File: config.mk
export PLATFORM = sky130hd
export DESIGN_NAME = gcsr_regs
export DESIGN_NICKNAME = d
export VERILOG_FILES = /design/src/gcsr_pkg.sv /design/src/gcsr_regs.sv /design/src/gcsr_fill_counter.sv /design/src/gcsr_restore_timer.sv
export SDC_FILE = /design/constraint.sdc
export NUM_CORES = 1
export LEC_CHECK = 0
export BUFFER_PORTS_ARGS = -buffer_cell sky130_fd_sc_hd__buf_4
export CAP_MARGIN = 15
export CELL_PAD_IN_SITES_DETAIL_PLACEMENT = 1
export CELL_PAD_IN_SITES_GLOBAL_PLACEMENT = 2
export CORE_MARGIN = 2
export CORE_UTILIZATION = 30
export CTS_CLUSTER_SIZE = 30
export DETAILED_ROUTE_END_ITERATION = 12
export PLACE_DENSITY = 0.83
export SLEW_MARGIN = 5
export SYNTH_ARGS = -nofsm -noshare
export SYNTH_HDL_FRONTEND = slang
export SYNTH_HIERARCHICAL = 1
export SYNTH_SLANG_ARGS = --single-unit
File: constraint.sdc
create_clock -name core_clk -period 3.9 [get_ports core_clk]
set_input_delay 0.78 -clock core_clk [delete_from_list [all_inputs] [get_ports core_clk]]
set_output_delay 0.78 -clock core_clk [all_outputs]
set_load 0.005 [all_outputs]
File: src/gcsr_pkg.sv
package gcsr_pkg;

    // ************************************************************
    // register offsets (byte addresses are index times four)
    // ************************************************************
    localparam logic [7:0] REG_BUFFER_FILL_STATUS      = 8'h0E;
    localparam logic [7:0] REG_RATE_FULL_SCALE_SELECT  = 8'h0F;
    localparam logic [7:0] REG_RATE_FILTER_ODR_SELECT  = 8'h10;
    localparam logic [7:0] REG_POWER_STATE_SELECT      = 8'h11;
    localparam logic [7:0] REG_KEYED_RESET_COMMAND     = 8'h14;
    localparam logic [7:0] REG_INTERRUPT_SOURCE_ENABLE = 8'h15;
    localparam logic [7:0] REG_BUFFER_CONFIG_1         = 8'h3E;

    // ************************************************************
    // field positions and reset values
    // ************************************************************
    localparam int         OVERRUN_BIT        = 7;
    localparam int         DATA_READY_EN_BIT  = 7;
    localparam int         BUFFER_INT_EN_BIT  = 6;
    localparam int         FILTER_FIXED_BIT   = 7;
    localparam logic [7:0] RANGE_RESET        = 8'h00;
    localparam logic [7:0] RANGE_MAX_CODE     = 8'h04;
    localparam logic [7:0] FILTER_RESET       = 8'h80;
    localparam logic [6:0] FILTER_CODE_RESET  = 7'h00;
    localparam logic [7:0] POWER_NORMAL       = 8'h00;
    localparam logic [7:0] POWER_SUSPEND      = 8'h80;
    localparam logic [7:0] POWER_DEEP_SUSPEND = 8'h20;
    localparam logic [1:0] INT_ENABLE_RESET   = 2'h0;
    localparam logic [7:0] RESET_KEY          = 8'hB6;
    localparam logic [6:0] FILL_EMPTY         = 7'h00;

    // ************************************************************
    // timing
    // ************************************************************
    localparam int CLOCK_HZ           = 100_000_000;
    localparam int RESTORE_DELAY_MS   = 30;
    localparam int RESTORE_DELAY_CYC  = CLOCK_HZ / 1000 * RESTORE_DELAY_MS;

    // power modes decoded from the power register
    typedef enum logic [1:0] {
        GCSR_PM_NORMAL,
        GCSR_PM_SUSPEND,
        GCSR_PM_DEEP
    } gcsr_pm_t;

endpackage

File: src/gcsr_regs.sv
`timescale 1ns/1ps

// Functional notes
// - overflow flag bit 7 sets on overrun, clears only on buffer config write.
// - status bits 6..0 give frames held, zero when empty.
// - fill count returns to zero when drained or on buffer config write.
// - range code 0..4 selects full scale 2000 down to 125 dps.
// - bandwidth code 0..7 selects output rate and filter cutoff.
// - bandwidth bit 7 is read-only one; register reads 0x80 after reset.
// - power codes 0x00 normal, 0x80 suspend, 0x20 deep suspend; resets normal.
// - reset command write-only; only key 0xB6 starts a reset.
// - after accepted key, wait 30 ms then restore configuration defaults.
// - reset key is accepted in every power and operating state.
// - interrupt control bit 7 enables data-ready interrupt; resets zero.
// - interrupt control bit 6 enables buffer interrupt; bits 5..0 reserved.
// - buffer config write empties buffer, clears full and overflow flags.
module gcsr_regs #(
    parameter int FILL_DEPTH = 127,
    parameter int RESTORE_CYC = gcsr_pkg::RESTORE_DELAY_CYC
) (
    input  wire logic        core_clk,
    input  wire logic        reset,
    input  wire logic [9:0]  avs_address,
    input  wire logic        avs_read,
    input  wire logic        avs_write,
    input  wire logic [31:0] avs_writedata,
    input  wire logic [3:0]  avs_byteenable,
    output logic [31:0]      avs_readdata,
    output logic             avs_waitrequest,
    output logic [1:0]       avs_response,
    input  wire logic        frame_push,
    input  wire logic        frame_pop,
    input  wire logic        new_sample,
    input  wire logic        buffer_event,
    output logic [2:0]       full_scale_code,
    output logic [6:0]       filter_rate_code,
    output logic [7:0]       power_state_code,
    output gcsr_pkg::gcsr_pm_t power_mode,
    output logic             buffer_flush,
    output logic             soft_reset_busy,
    output logic             data_ready_irq,
    output logic             buffer_irq
);

    // ************************************************************
    // bus handshake: one wait cycle, then the answer
    // ************************************************************
    logic        ack_q;
    logic        ack_d;
    logic [31:0] rdata_q;
    logic [31:0] rdata_d;
    logic [1:0]  resp_q;
    logic [1:0]  resp_d;
    logic        req;
    logic        take;
    logic [7:0]  index;
    logic [7:0]  wbyte;
    logic        lane0;

    assign req   = avs_read || avs_write;
    assign take  = req && !ack_q;                           // edge at which request is handled
    assign index = avs_address[9:2];
    assign wbyte = avs_writedata[7:0];
    assign lane0 = avs_byteenable[0];

    // ************************************************************
    // configuration storage
    // ************************************************************
    logic [7:0] range_q;
    logic [7:0] range_d;
    logic [6:0] filter_q;
    logic [6:0] filter_d;
    logic [7:0] power_q;
    logic [7:0] power_d;
    logic [1:0] inten_q;
    logic [1:0] inten_d;
    logic       flush_q;
    logic       flush_d;
    logic       key_hit;
    logic       restore;
    logic [6:0] fill_count;
    logic       overrun;

    // register map lookup; used only for the error response of reads and writes
    function automatic logic is_mapped(input logic [7:0] idx);
        if (idx == gcsr_pkg::REG_BUFFER_FILL_STATUS) begin
            return 1'b1;
        end else if (idx == gcsr_pkg::REG_RATE_FULL_SCALE_SELECT) begin
            return 1'b1;
        end else if (idx == gcsr_pkg::REG_RATE_FILTER_ODR_SELECT) begin
            return 1'b1;
        end else if (idx == gcsr_pkg::REG_POWER_STATE_SELECT) begin
            return 1'b1;
        end else if (idx == gcsr_pkg::REG_KEYED_RESET_COMMAND) begin
            return 1'b1;
        end else if (idx == gcsr_pkg::REG_INTERRUPT_SOURCE_ENABLE) begin
            return 1'b1;
        end else if (idx == gcsr_pkg::REG_BUFFER_CONFIG_1) begin
            return 1'b1;
        end else begin
            return 1'b0;
        end
    endfunction

    // accepted key detection, any power state
    assign key_hit = take && avs_write && lane0
                     && index == gcsr_pkg::REG_KEYED_RESET_COMMAND
                     && wbyte == gcsr_pkg::RESET_KEY;

    // ************************************************************
    // register writes and restore
    // ************************************************************
    always_comb begin
        range_d  = range_q;
        filter_d = filter_q;
        power_d  = power_q;
        inten_d  = inten_q;
        flush_d  = 1'b0;
        if (restore) begin
            range_d  = gcsr_pkg::RANGE_RESET;
            filter_d = gcsr_pkg::FILTER_CODE_RESET;
            power_d  = gcsr_pkg::POWER_NORMAL;
            inten_d  = gcsr_pkg::INT_ENABLE_RESET;
        end else if (take && avs_write && lane0) begin
            if (index == gcsr_pkg::REG_RATE_FULL_SCALE_SELECT) begin
                range_d = wbyte;
            end else if (index == gcsr_pkg::REG_RATE_FILTER_ODR_SELECT) begin
                filter_d = wbyte[6:0];
            end else if (index == gcsr_pkg::REG_POWER_STATE_SELECT) begin
                power_d = wbyte;
            end else if (index == gcsr_pkg::REG_INTERRUPT_SOURCE_ENABLE) begin
                inten_d = wbyte[7:6];
            end else if (index == gcsr_pkg::REG_BUFFER_CONFIG_1) begin
                flush_d = 1'b1;
            end
        end
    end

    always_ff @(posedge core_clk) begin
        if (reset) begin
            range_q  <= gcsr_pkg::RANGE_RESET;
            filter_q <= gcsr_pkg::FILTER_CODE_RESET;
            power_q  <= gcsr_pkg::POWER_NORMAL;
            inten_q  <= gcsr_pkg::INT_ENABLE_RESET;
            flush_q  <= 1'b0;
        end else begin
            range_q  <= range_d;
            filter_q <= filter_d;
            power_q  <= power_d;
            inten_q  <= inten_d;
            flush_q  <= flush_d;
        end
    end

    // ************************************************************
    // read mux and bus answer
    // ************************************************************
    always_comb begin
        ack_d   = take;
        rdata_d = 32'h0000_0000;
        resp_d  = 2'h0;
        if (take && !is_mapped(index)) begin
            resp_d = 2'h2;                                  // unmapped: slave error
        end
        if (take && avs_read) begin
            if (index == gcsr_pkg::REG_BUFFER_FILL_STATUS) begin
                rdata_d[7:0] = {overrun, fill_count};
            end else if (index == gcsr_pkg::REG_RATE_FULL_SCALE_SELECT) begin
                rdata_d[7:0] = range_q;
            end else if (index == gcsr_pkg::REG_RATE_FILTER_ODR_SELECT) begin
                rdata_d[7:0] = {1'b1, filter_q};
            end else if (index == gcsr_pkg::REG_POWER_STATE_SELECT) begin
                rdata_d[7:0] = power_q;
            end else if (index == gcsr_pkg::REG_INTERRUPT_SOURCE_ENABLE) begin
                rdata_d[7:0] = {inten_q, 6'h00};
            end
        end
    end

    always_ff @(posedge core_clk) begin
        if (reset) begin
            ack_q   <= 1'b0;
            rdata_q <= 32'h0000_0000;
            resp_q  <= 2'h0;
        end else begin
            ack_q   <= ack_d;
            rdata_q <= rdata_d;
            resp_q  <= resp_d;
        end
    end

    assign avs_waitrequest = !ack_q;
    assign avs_readdata    = rdata_q;
    assign avs_response    = resp_q;

    // ************************************************************
    // power mode decode; unknown codes leave the mode normal
    // ************************************************************
    always_comb begin
        if (power_q == gcsr_pkg::POWER_SUSPEND) begin
            power_mode = gcsr_pkg::GCSR_PM_SUSPEND;
        end else if (power_q == gcsr_pkg::POWER_DEEP_SUSPEND) begin
            power_mode = gcsr_pkg::GCSR_PM_DEEP;
        end else begin
            power_mode = gcsr_pkg::GCSR_PM_NORMAL;
        end
    end

    // ************************************************************
    // outputs to the sensor core
    // ************************************************************
    assign full_scale_code  = range_q[2:0];
    assign filter_rate_code = filter_q;
    assign power_state_code = power_q;
    assign buffer_flush     = flush_q;
    assign data_ready_irq   = inten_q[1] && new_sample;
    assign buffer_irq       = inten_q[0] && buffer_event;

    // ************************************************************
    // submodules
    // ************************************************************
    gcsr_fill_counter #(
        .DEPTH (FILL_DEPTH)
    ) u_fill (
        .core_clk   (core_clk),
        .reset      (reset),
        .frame_push (frame_push),
        .frame_pop  (frame_pop),
        .flush      (flush_d),
        .fill_count (fill_count),
        .overrun    (overrun)
    );

    gcsr_restore_timer #(
        .DELAY_CYC (RESTORE_CYC)
    ) u_timer (
        .core_clk (core_clk),
        .reset    (reset),
        .start    (key_hit),
        .busy     (soft_reset_busy),
        .restore  (restore)
    );

endmodule

File: src/gcsr_fill_counter.sv
`timescale 1ns/1ps

// ************************************************************
// buffer fill level and overrun tracking
// ************************************************************
module gcsr_fill_counter #(
    parameter int DEPTH = 127
) (
    input  wire logic       core_clk,
    input  wire logic       reset,
    input  wire logic       frame_push,
    input  wire logic       frame_pop,
    input  wire logic       flush,
    output logic [6:0]      fill_count,
    output logic            overrun
);

    localparam logic [6:0] FULL = 7'(DEPTH);

    logic [6:0] count_q;
    logic [6:0] count_d;
    logic       overrun_q;
    logic       overrun_d;

    // next count and sticky overrun; an overrun seen with a flush survives
    always_comb begin
        count_d   = count_q;
        overrun_d = overrun_q;
        if (flush) begin
            count_d   = gcsr_pkg::FILL_EMPTY;
            overrun_d = 1'b0;
        end else if (frame_push && !frame_pop && count_q != FULL) begin
            count_d = count_q + 7'h01;
        end else if (frame_pop && !frame_push && count_q != gcsr_pkg::FILL_EMPTY) begin
            count_d = count_q - 7'h01;
        end
        if (frame_push && !frame_pop && count_q == FULL) begin
            overrun_d = 1'b1;
        end
    end

    always_ff @(posedge core_clk) begin
        if (reset) begin
            count_q   <= gcsr_pkg::FILL_EMPTY;
            overrun_q <= 1'b0;
        end else begin
            count_q   <= count_d;
            overrun_q <= overrun_d;
        end
    end

    assign fill_count = count_q;
    assign overrun    = overrun_q;

endmodule

File: src/gcsr_restore_timer.sv
`timescale 1ns/1ps

// ************************************************************
// delay from accepted reset key to restore pulse
// ************************************************************
module gcsr_restore_timer #(
    parameter int DELAY_CYC = gcsr_pkg::RESTORE_DELAY_CYC
) (
    input  wire logic core_clk,
    input  wire logic reset,
    input  wire logic start,
    output logic      busy,
    output logic      restore
);

    logic [31:0] cnt_q;
    logic [31:0] cnt_d;
    logic        busy_q;
    logic        busy_d;
    logic        restore_q;
    logic        restore_d;

    // a new key while counting restarts the wait
    always_comb begin
        cnt_d     = cnt_q;
        busy_d    = busy_q;
        restore_d = 1'b0;
        if (start) begin
            cnt_d  = 32'(DELAY_CYC - 1);
            busy_d = 1'b1;
        end else if (busy_q) begin
            if (cnt_q == 32'h0000_0000) begin
                busy_d    = 1'b0;
                restore_d = 1'b1;
            end else begin
                cnt_d = cnt_q - 32'h0000_0001;
            end
        end
    end

    always_ff @(posedge core_clk) begin
        if (reset) begin
            cnt_q     <= 32'h0000_0000;
            busy_q    <= 1'b0;
            restore_q <= 1'b0;
        end else begin
            cnt_q     <= cnt_d;
            busy_q    <= busy_d;
            restore_q <= restore_d;
        end
    end

    assign busy    = busy_q;
    assign restore = restore_q;

endmodule

* Yosys cells after proc, flatten, opt, wreduce, memory -nomap -nowiden
Index checks and enable logic that the tools add are counted.
Word-level totals: bits in registers 103, input bits 54, output and inout bits 59
Cells by class: add/subtract/negate cells 3, equal/unequal tests 13, muxes and demuxes 32, bitwise gates (word level) 6, reduce and logical (&&, ||, !) cells 35
Operators with widths (number):
- $mux 22 | 3
- $mux 8 | 5
- $eq 8x5->1 const B | 4
- $logic_not 32->1 | 1
- $sub 32x1->32 const B | 1
- $mux 1 | 19
- $eq 8x4->1 const B | 2
- $eq 8x6->1 const B | 2
- $eq 8x8->1 const B | 2
- $logic_and 1x1->1 | 14
- $mux 7 | 2
- $reduce_or 2->1 | 4
- $add 7x1->7 const B | 1
- $eq 7x7->1 const B | 1
- $ne 7x7->1 const B | 1
- $reduce_bool 7->1 | 1
- $sub 7x1->7 const B | 1
- $mux 2 | 3
- $not 1->1 | 6
- $reduce_and 2->1 | 3
- $reduce_bool 2->1 | 3
- $reduce_and 5->1 | 1
- $logic_not 1->1 | 4
- $reduce_and 4->1 | 1
- other kinds (4) | 4

* Longest topological paths before layout
Gate-level depths: netlist (run 1).
depth in word-level cells 11, mapped depth 9

* By module
The synthesis (run 1) kept the hierarchy.
Modules (own cells, without submodules):
- gcsr_restore_timer | instances 1, cells each 224, area each 1910.6 um^2
- gcsr_regs | instances 1, cells each 200, area each 1890.6 um^2
- gcsr_fill_counter | instances 1, cells each 77, area each 653.1 um^2

* Least setup slack after synthesis (run 1)
No wires, ideal clock.
path type input to register, start point input port frame_pop, end point register u_fill.count_q[5] (netlist: u_fill/fill_count[5]), setup time 66 ps, data arrival time 2724 ps, required time 3834 ps, setup slack 1110 ps, cell stages on the path 9, buffers on the path 1, cells stage by stage nand2b_1 a21oi_1 inv_1 buf_2 ha_1 o21ai_0 or4b_1 a32o_1 a21oi_2
Between the ends: word-level cells in the longest chain between the ends 4
Ends and longest elaborated chain:
- start, declared | line gcsr_regs.sv:32 | input wire logic frame_pop,
- $logic_not 1->1 | line gcsr_fill_counter.sv:32 | end else if (frame_push && !frame_pop && count_q != FULL) begin
- $logic_and 1x1->1 (2 in a row) | line gcsr_fill_counter.sv:32
- $mux 7 or $reduce_bool 2->1 (tied branches)
- end signal, assigned | line gcsr_fill_counter.sv:44 | count_q <= gcsr_pkg::FILL_EMPTY;
- end signal, assigned | line gcsr_fill_counter.sv:47 | count_q <= count_d;
- end, declared | line gcsr_fill_counter.sv:20 | logic [6:0] count_q;
Several ways; a longest one is shown, not always the timed one. A chain may end at the register's enable or synchronous reset.

* Final worst setup path (run 1)
Ends and elaborated chain as after synthesis.

==> summary.md, run 1 <==
| Metric | Value |
|---|---|
| Clk_lat worst skew | 0.34 ns |
| Ranking of synthesized cells by area | dfxtp_1 (35%), mux2i_1 (7.4%), buf_4 (4.7%), nor2_1 (3.5%), or3_1 (2.9%) |
| Initial Utilization | 0.306 |
| DR WL/cell | 17.1 µm |
| Slew Limit Fails | 0 |
| Die Width | 126 µm |
| Pwr/cell area | 360 mW/mm² |
| Leak | 2.16 nW |
| Area of the multi-input gates | 0.00260 mm² |
| I/O Pins | 113 |
| Relative slew margins | 0.529 |
| GR Overflow Total | 0 |
| VDD IR max | 0.203 mV |
| Crit-path slowest cell | or4b_1 |
| Mapped Cells | 501 |
| Setup tns final | 0 ns |
| Area delta synth->final | 15.9% |
| Final net count | 605 |
| Final period util | 0.755 |
| Number of buffers created by CTS | 9 |
| Fin worst setup slack | 0.954 ns |
| Synth top area share | 0.351 |
| 1st-iter DRT viols | 159 |
| Average cell area after synthesis | 8.89 µm² |
| Status | completed |
| Clk slew on worst S/H paths | 0.06 ns |
| Worst hold slack | 0.486 ns |
| # DRC | 0 |
| Startpoint types | input port |
| Final GP Congestion | 0.754 |
| Global-route wire length before repair | 20.7 mm |
| Max-cap violation count | 0 |
| Top FF cell, synth | dfxtp_1 |
| Routed Antenna Nets | 0 |
| Post-synth top area cell | dfxtp_1 |
| Placed cell area | 0.00489 mm² |
| Synthesized-area fraction occupied by adder cells | 0.0270 |
| CTS tree | yes |
| Cell count after placement | 715 |
| Dpl hpwl | 8.95 mm |
| Unique masters post-synth | 73 |
| Simple logic cell fraction of the synthesized area | 0.282 |
| Clock buffer depth | 2 |
| Via density | 5.38 |
| # Post-CTS Setup Buffers | 0 |
| GRT Util Overall | 0.161 |
| Worst path buffer plus inverter count | 2 |
| Count of flip-flops with a built-in enable after synthesis | 0 |
| Worst path required time | 4.18 ns |
| CTS sink cnt | 78 |
| Max Clk Rate | 0.339 GHz |
| Number of cell rows | 44 |
| Crit-path cells | buf_4 > nand2b_1 > a21oi_1 > inv_1 > ha_1 > o21ai_0 > or4b_1 > a32o_1 > a21oi_2 |
| FF+latch count, synth | 78 |
| Final setup vio count | 0 |
| Total Wirelength | 12.5 mm |
| Routed via count | 3935 |
| CTS resizes | 0 |
| Post-route cell area | 0.00516 mm² |
| PortBufs | 58 |
| Synth cell count leaders | dfxtp_1 (78), nor2_1 (42), mux2i_1 (33), buf_4 (28), a21oi_1 (23) |
| Non-filler cells, final | 731 |
| Compound-Gate Fraction of Synth Area | 0.177 |
| Worst setup path category | in2reg |
| Die ar. | 0.0158 mm² |
| Antenna violations before repair | 0 |
| Mux contribution to synthesized area | 0.0742 |
| Final core occ | 0.355 |
| Clk root buf | clkbuf_16 |
| Crit path largest cell delay | 0.51 ns |
| Pin count of the biggest net entering global routing | 32 |
| Fillers | 1718 |
| N_diodes | 0 |
| Yosys warnings | 6 |
| DP Worst Slack | 0.668 ns |
| Core area | 0.0145 mm² |
| Fin. Hold Viols | 0 |
| Seq/Total Area, Yosys | 0.351 |
| RSZ-0062 raised after global routing | no |
| Post-synthesis xor/xnor area fraction | 0.00197 |
| Htree depth | 3 |
| CP endpoint kind | flop |
| Die height | 126 µm |
| Top-count cell post-synth | dfxtp_1 |
| CP arrival | 3.23 ns |
| Delay-heaviest family, CP | compound AO/OA/AOI/OAI gates |
| Crit Path Max Fanout | 17 |
| Cell Area, Synth | 0.00445 mm² |
| Register area | 0.00156 mm² |
| Vias in the first global route | 3919 |
| Worst reg2reg setup slack | 1.03 ns |
| Async set-or-reset flop fraction in the synthesized netlist | 0 |
| Tmin final | 2.95 ns |
| Setup Skew | 0.00741 ns |
| Pre-Repair DR Iteration Count | 4 |
| Least-Margin Pin Slew | 0.701 ns |
| Total power draw | 1.86 mW |
| # hold bufs at CTS | 0 |
| Layout cells sized above 1 | 0.186 |
| Hold Crit Class | reg2reg |
| Largest family of logic cells by synthesized area | simple AND/OR/NAND/NOR gates |
==> metal layers <==
metal	vias to the layer above	part of all wire	global-route usage
li1	1935	-	-
met1	1921	0.46	0.204
met2	69	0.48	0.269
met3	10	0.040	0.0438
met4	0	0.013	0.0491
met5	-	0	0
==> registers in the layout, summed over array words and instances, names as in the netlist <==
register	cells
u_timer/cnt_q	32
avs_readdata	8
power_state_code	8
range_q	8
filter_rate_code	7
u_fill/fill_count	7
inten_q	2
ack_q	1
avs_response	1
buffer_flush	1
u_fill/overrun	1
u_timer/busy	1
u_timer/restore	1
==> final cells by class <==
| type | count | share of cell area |
|---|---|---|
| multi-input cells | 382 | 0.503 |
| inverters | 10 | 0.00727 |
| clock inverters | 5 | 0.00678 |
| clock buffers | 11 | 0.0470 |
| flip-flops and latches | 78 | 0.302 |
| repair buffers | 61 | 0.0887 |
| well taps | 184 | 0.0446 |
==> path summary, 6_finish.rpt <==
kind                         from                   end  depth (start not counted)
max                     frame_pop  u_fill/fill_count[5]                          9
min                u_fill/overrun        u_fill/overrun                          2
max reg2reg  u_fill/fill_count[3]  u_fill/fill_count[5]                          8
min reg2reg        u_fill/overrun        u_fill/overrun                          2
==> power breakdown <==
part | total [mW] | switching, mW | internal (mW)
sequential | 0.842 | 0.0288 | 0.814
clock | 0.782 | 0.334 | 0.448
combinational | 0.233 | 0.133 | 0.100
==> layout by cell type, fill, tap and decap left out, types with 11 or more instances in the layout <==
cell type	n
dfxtp_1	78
buf_4	61
nor2_1	42
mux2i_1	33
conb_1	25
a21oi_1	23
nor3_1	21
or3_1	21
o21ai_0	15
nand2_1	12
or4_1	12
o31ai_1	12
nor2b_1	11
==> logic make-up (layout without fill, tap and decap cells) <==
logic type                 count (synthesis)  in the layout
other                                      1             25
muxes                                     33             33
adders and majority gates                  9              9
AOI/OAI and AO/OA                        112            112
and+or+nand+nor                          202            202
DFF                                       78             78
xor gates and xnor gates                   1              1
buffers and inverters                     65             87
==> worst register-to-register path, stage by stage, from the launching register on <==
cell and delay [ns]:
dfxtp_1 0.39, and4_1 0.26, a21oi_1 0.26, inv_1 0.34, ha_1 0.48, o21ai_0 0.18, or4b_1 0.51, a32o_1 0.28
a21oi_2 0.12
Note: power is estimated with default switching activity, not from simulation.
==> run 2, diff against run 1 <==
- CORE_UTILIZATION: 30 -> 28
- PLACE_DENSITY: 0.83 -> 0.81
- clock period: 3.9 -> 2.7 ns (I/O delays scaled with it)
==> run 2 against run 1 <==
Compared with the run above: hold slack worse by 0.017 ns; design area up 4.7%; sequential power increased by 41%; first-iteration DRC count is 40% higher; cell count increased by 7.0%; count of clock-buffer cells in the layout decreased by 1; critical path depth is 1 lower; critical endpoint unchanged; highest routed layer unchanged.
==> summary.md, run 2 (synthesis gave the netlist of run 1 again) <==
| Metric | Value |
|---|---|
| Status | completed |
| Clk root buf | clkbuf_16 |
| Pin count of the biggest net entering global routing | 32 (unchanged) |
| Routed Antenna Nets | 0 (unchanged) |
| Worst path required time | 2.98 ns (-1.20 ns) |
| Global-route wire length before repair | 21.2 mm (+2.5%) |
| VDD IR max | 0.295 mV (+45%) |
| Die ar. | 0.0169 mm² (+6.9%) |
| # hold bufs at CTS | 0 (unchanged) |
| Die height | 130 µm (+3.4%) |
| Relative slew margins | 0.621 (+0.0919) |
| Max Clk Rate | 0.408 GHz |
| I/O Pins | 113 (unchanged) |
| Largest Register | u_timer/cnt_q |
| Hold Crit Class | in2reg |
| Least-Margin Pin Slew | 0.566 ns (-0.134 ns) |
| Total power draw | 3.01 mW (+62%) |
| Startpoint types | flop |
| Final net count | 624 (+3.1%) |
| Final period util | 0.908 |
| 1st-iter DRT viols | 223 (+40%) |
| RSZ-0062 raised after global routing | no |
| Max-cap violation count | 0 (unchanged) |
| Number of cell rows | 46 (+4.5%) |
| Pwr/cell area | 557 mW/mm² (+55%) |
| Clock buffer depth | 2 (unchanged) |
| Largest register FFs | 32 (unchanged) |
| Antenna violations before repair | 0 (unchanged) |
| Routed via count | 4029 (+2.4%) |
| Pre-Repair DR Iteration Count | 4 (unchanged) |
| CTS resizes | 0 (unchanged) |
| Number of buffers created by CTS | 9 (unchanged) |
| CP arrival | 2.73 ns (-0.50 ns) |
| Final setup vio count | 0 (unchanged) |
| N_diodes | 0 (unchanged) |
| Fin. Hold Viols | 0 (unchanged) |
| Core area | 0.0157 mm² (+8.1%) |
| Final GP Congestion | 0.820 (+8.8%) |
| Crit-path cells | and3_1 > a21oi_1 > inv_1 > ha_1 > o21ai_0 > or4b_1 > a32o_1 > a21oi_2 |
| Initial Utilization | 0.283 (-0.0230) |
| Slew Limit Fails | 0 (unchanged) |
| Vias in the first global route | 4171 (+6.4%) |
| Total Wirelength | 13.2 mm (+5.8%) |
| Tmin final | 2.45 ns |
| Via density | 5.15 (-4.3%) |
| Clk slew on worst S/H paths | 0.06 ns (about the same) |
| Crit-path slowest cell | or4b_1 |
| Commonest non-fill, non-tap cell in the layout | buf_4 |
| CP endpoint kind | flop |
| PortBufs | 58 (unchanged) |
| GR Overflow Total | 0 (unchanged) |
| Crit Path Max Fanout | 10 (-7) |
| Commonest cells after routing, fill and taps aside | buf_4 (80), dfxtp_1 (78), nor2_1 (42) |
| Register area | 0.00156 mm² (unchanged) |
| CTS sink cnt | 78 (unchanged) |
| CTS tree | yes |
| Crit path largest cell delay | 0.48 ns (-0.03 ns) |
| Fillers | 1843 (+7.3%) |
| DR WL/cell | 16.9 µm (-1.1%) |
| GRT Util Overall | 0.160 (-0.00150) |
| Area of the multi-input gates | 0.00260 mm² (unchanged) |
| # Post-CTS Setup Buffers | 0 (unchanged) |
| Die Width | 130 µm (+3.4%) |
| Worst reg2reg setup slack | 0.25 ns (-0.78 ns) |
| Dpl hpwl | 9.60 mm (+7.3%) |
| Area delta synth->final | 21.4% |
| Setup Skew | 0.00668 ns (-0.000722 ns) |
| Htree depth | 3 (unchanged) |
| Layout cells sized above 1 | 0.214 (+0.0273) |
| Worst setup path category | reg2reg |
| Setup tns final | 0 ns (unchanged) |
| Leak | 2.28 nW (+5.4%) |
| # DRC | 0 (unchanged) |
| Clk_lat worst skew | 0.35 ns (about the same) |
## run 2: power by group
group / internal [mW] / total, mW / leakage, nW / switching, mW
logic: 0.182 / 0.406 / 1.49 / 0.224
clock network: 0.902 / 1.41 / 0.159 / 0.512
registers: 1.17 / 1.19 / 0.630 / 0.0176
## run 2: worst max-delay path, delay by kind of cell (launching register included)
family	cells	cell delay [ns]
adder cells (fa/ha/maj)	1	0.32
flip-flops	1	0.43
buffers and inverters	1	0.28
AO/OA/AOI/OAI	4	0.65
AND/OR/NAND/NOR	2	0.71
## run 2: routing by layer
layer / vias to the layer above / global-route usage / wire length (µm)
met3: 12 / 0.0390 / 581
met1: 1957 / 0.195 / 5970
met4: 0 / 0.0525 / 188
met5: - / 0 / 0
li1: 1968 / - / -
met2: 92 / 0.275 / 6450
## run 2: worst paths after layout
kind	cells after the start	to	start
setup / recovery	8	u_fill/fill_count[5]	u_fill/fill_count[6]
hold / removal	3	range_q[4]	avs_writedata[4]
setup reg to reg	8	u_fill/fill_count[5]	u_fill/fill_count[6]
hold reg to reg	2	u_timer/cnt_q[11]	u_timer/cnt_q[11]
## run 2: area by class of cell
| class | count | area share |
|---|---|---|
| timing repair buffer | 80 | 0.111 |
| sequential | 78 | 0.289 |
| clock inverter | 6 | 0.0204 |
| tap | 216 | 0.0500 |
| clock buffer | 10 | 0.0423 |
| inverter | 10 | 0.00694 |
| multi-input combinational | 382 | 0.481 |
## run 2: stage by stage
stage          setup slack [ns]   util  cell area (µm²)  instances  hold WS, ns
6_report                  0.250  0.344             5410        782        0.469
3_5_place_dp             0.0635  0.323             5070        766        0.470
4_1_cts                   0.253  0.344             5410        782        0.463
5_1_grt                  0.0925  0.344             5410        782        0.468
3_3_place_gp             0.0873  0.323             5070        766        0.465
2_1_floorplan             0.150      -             4540        525        0.443
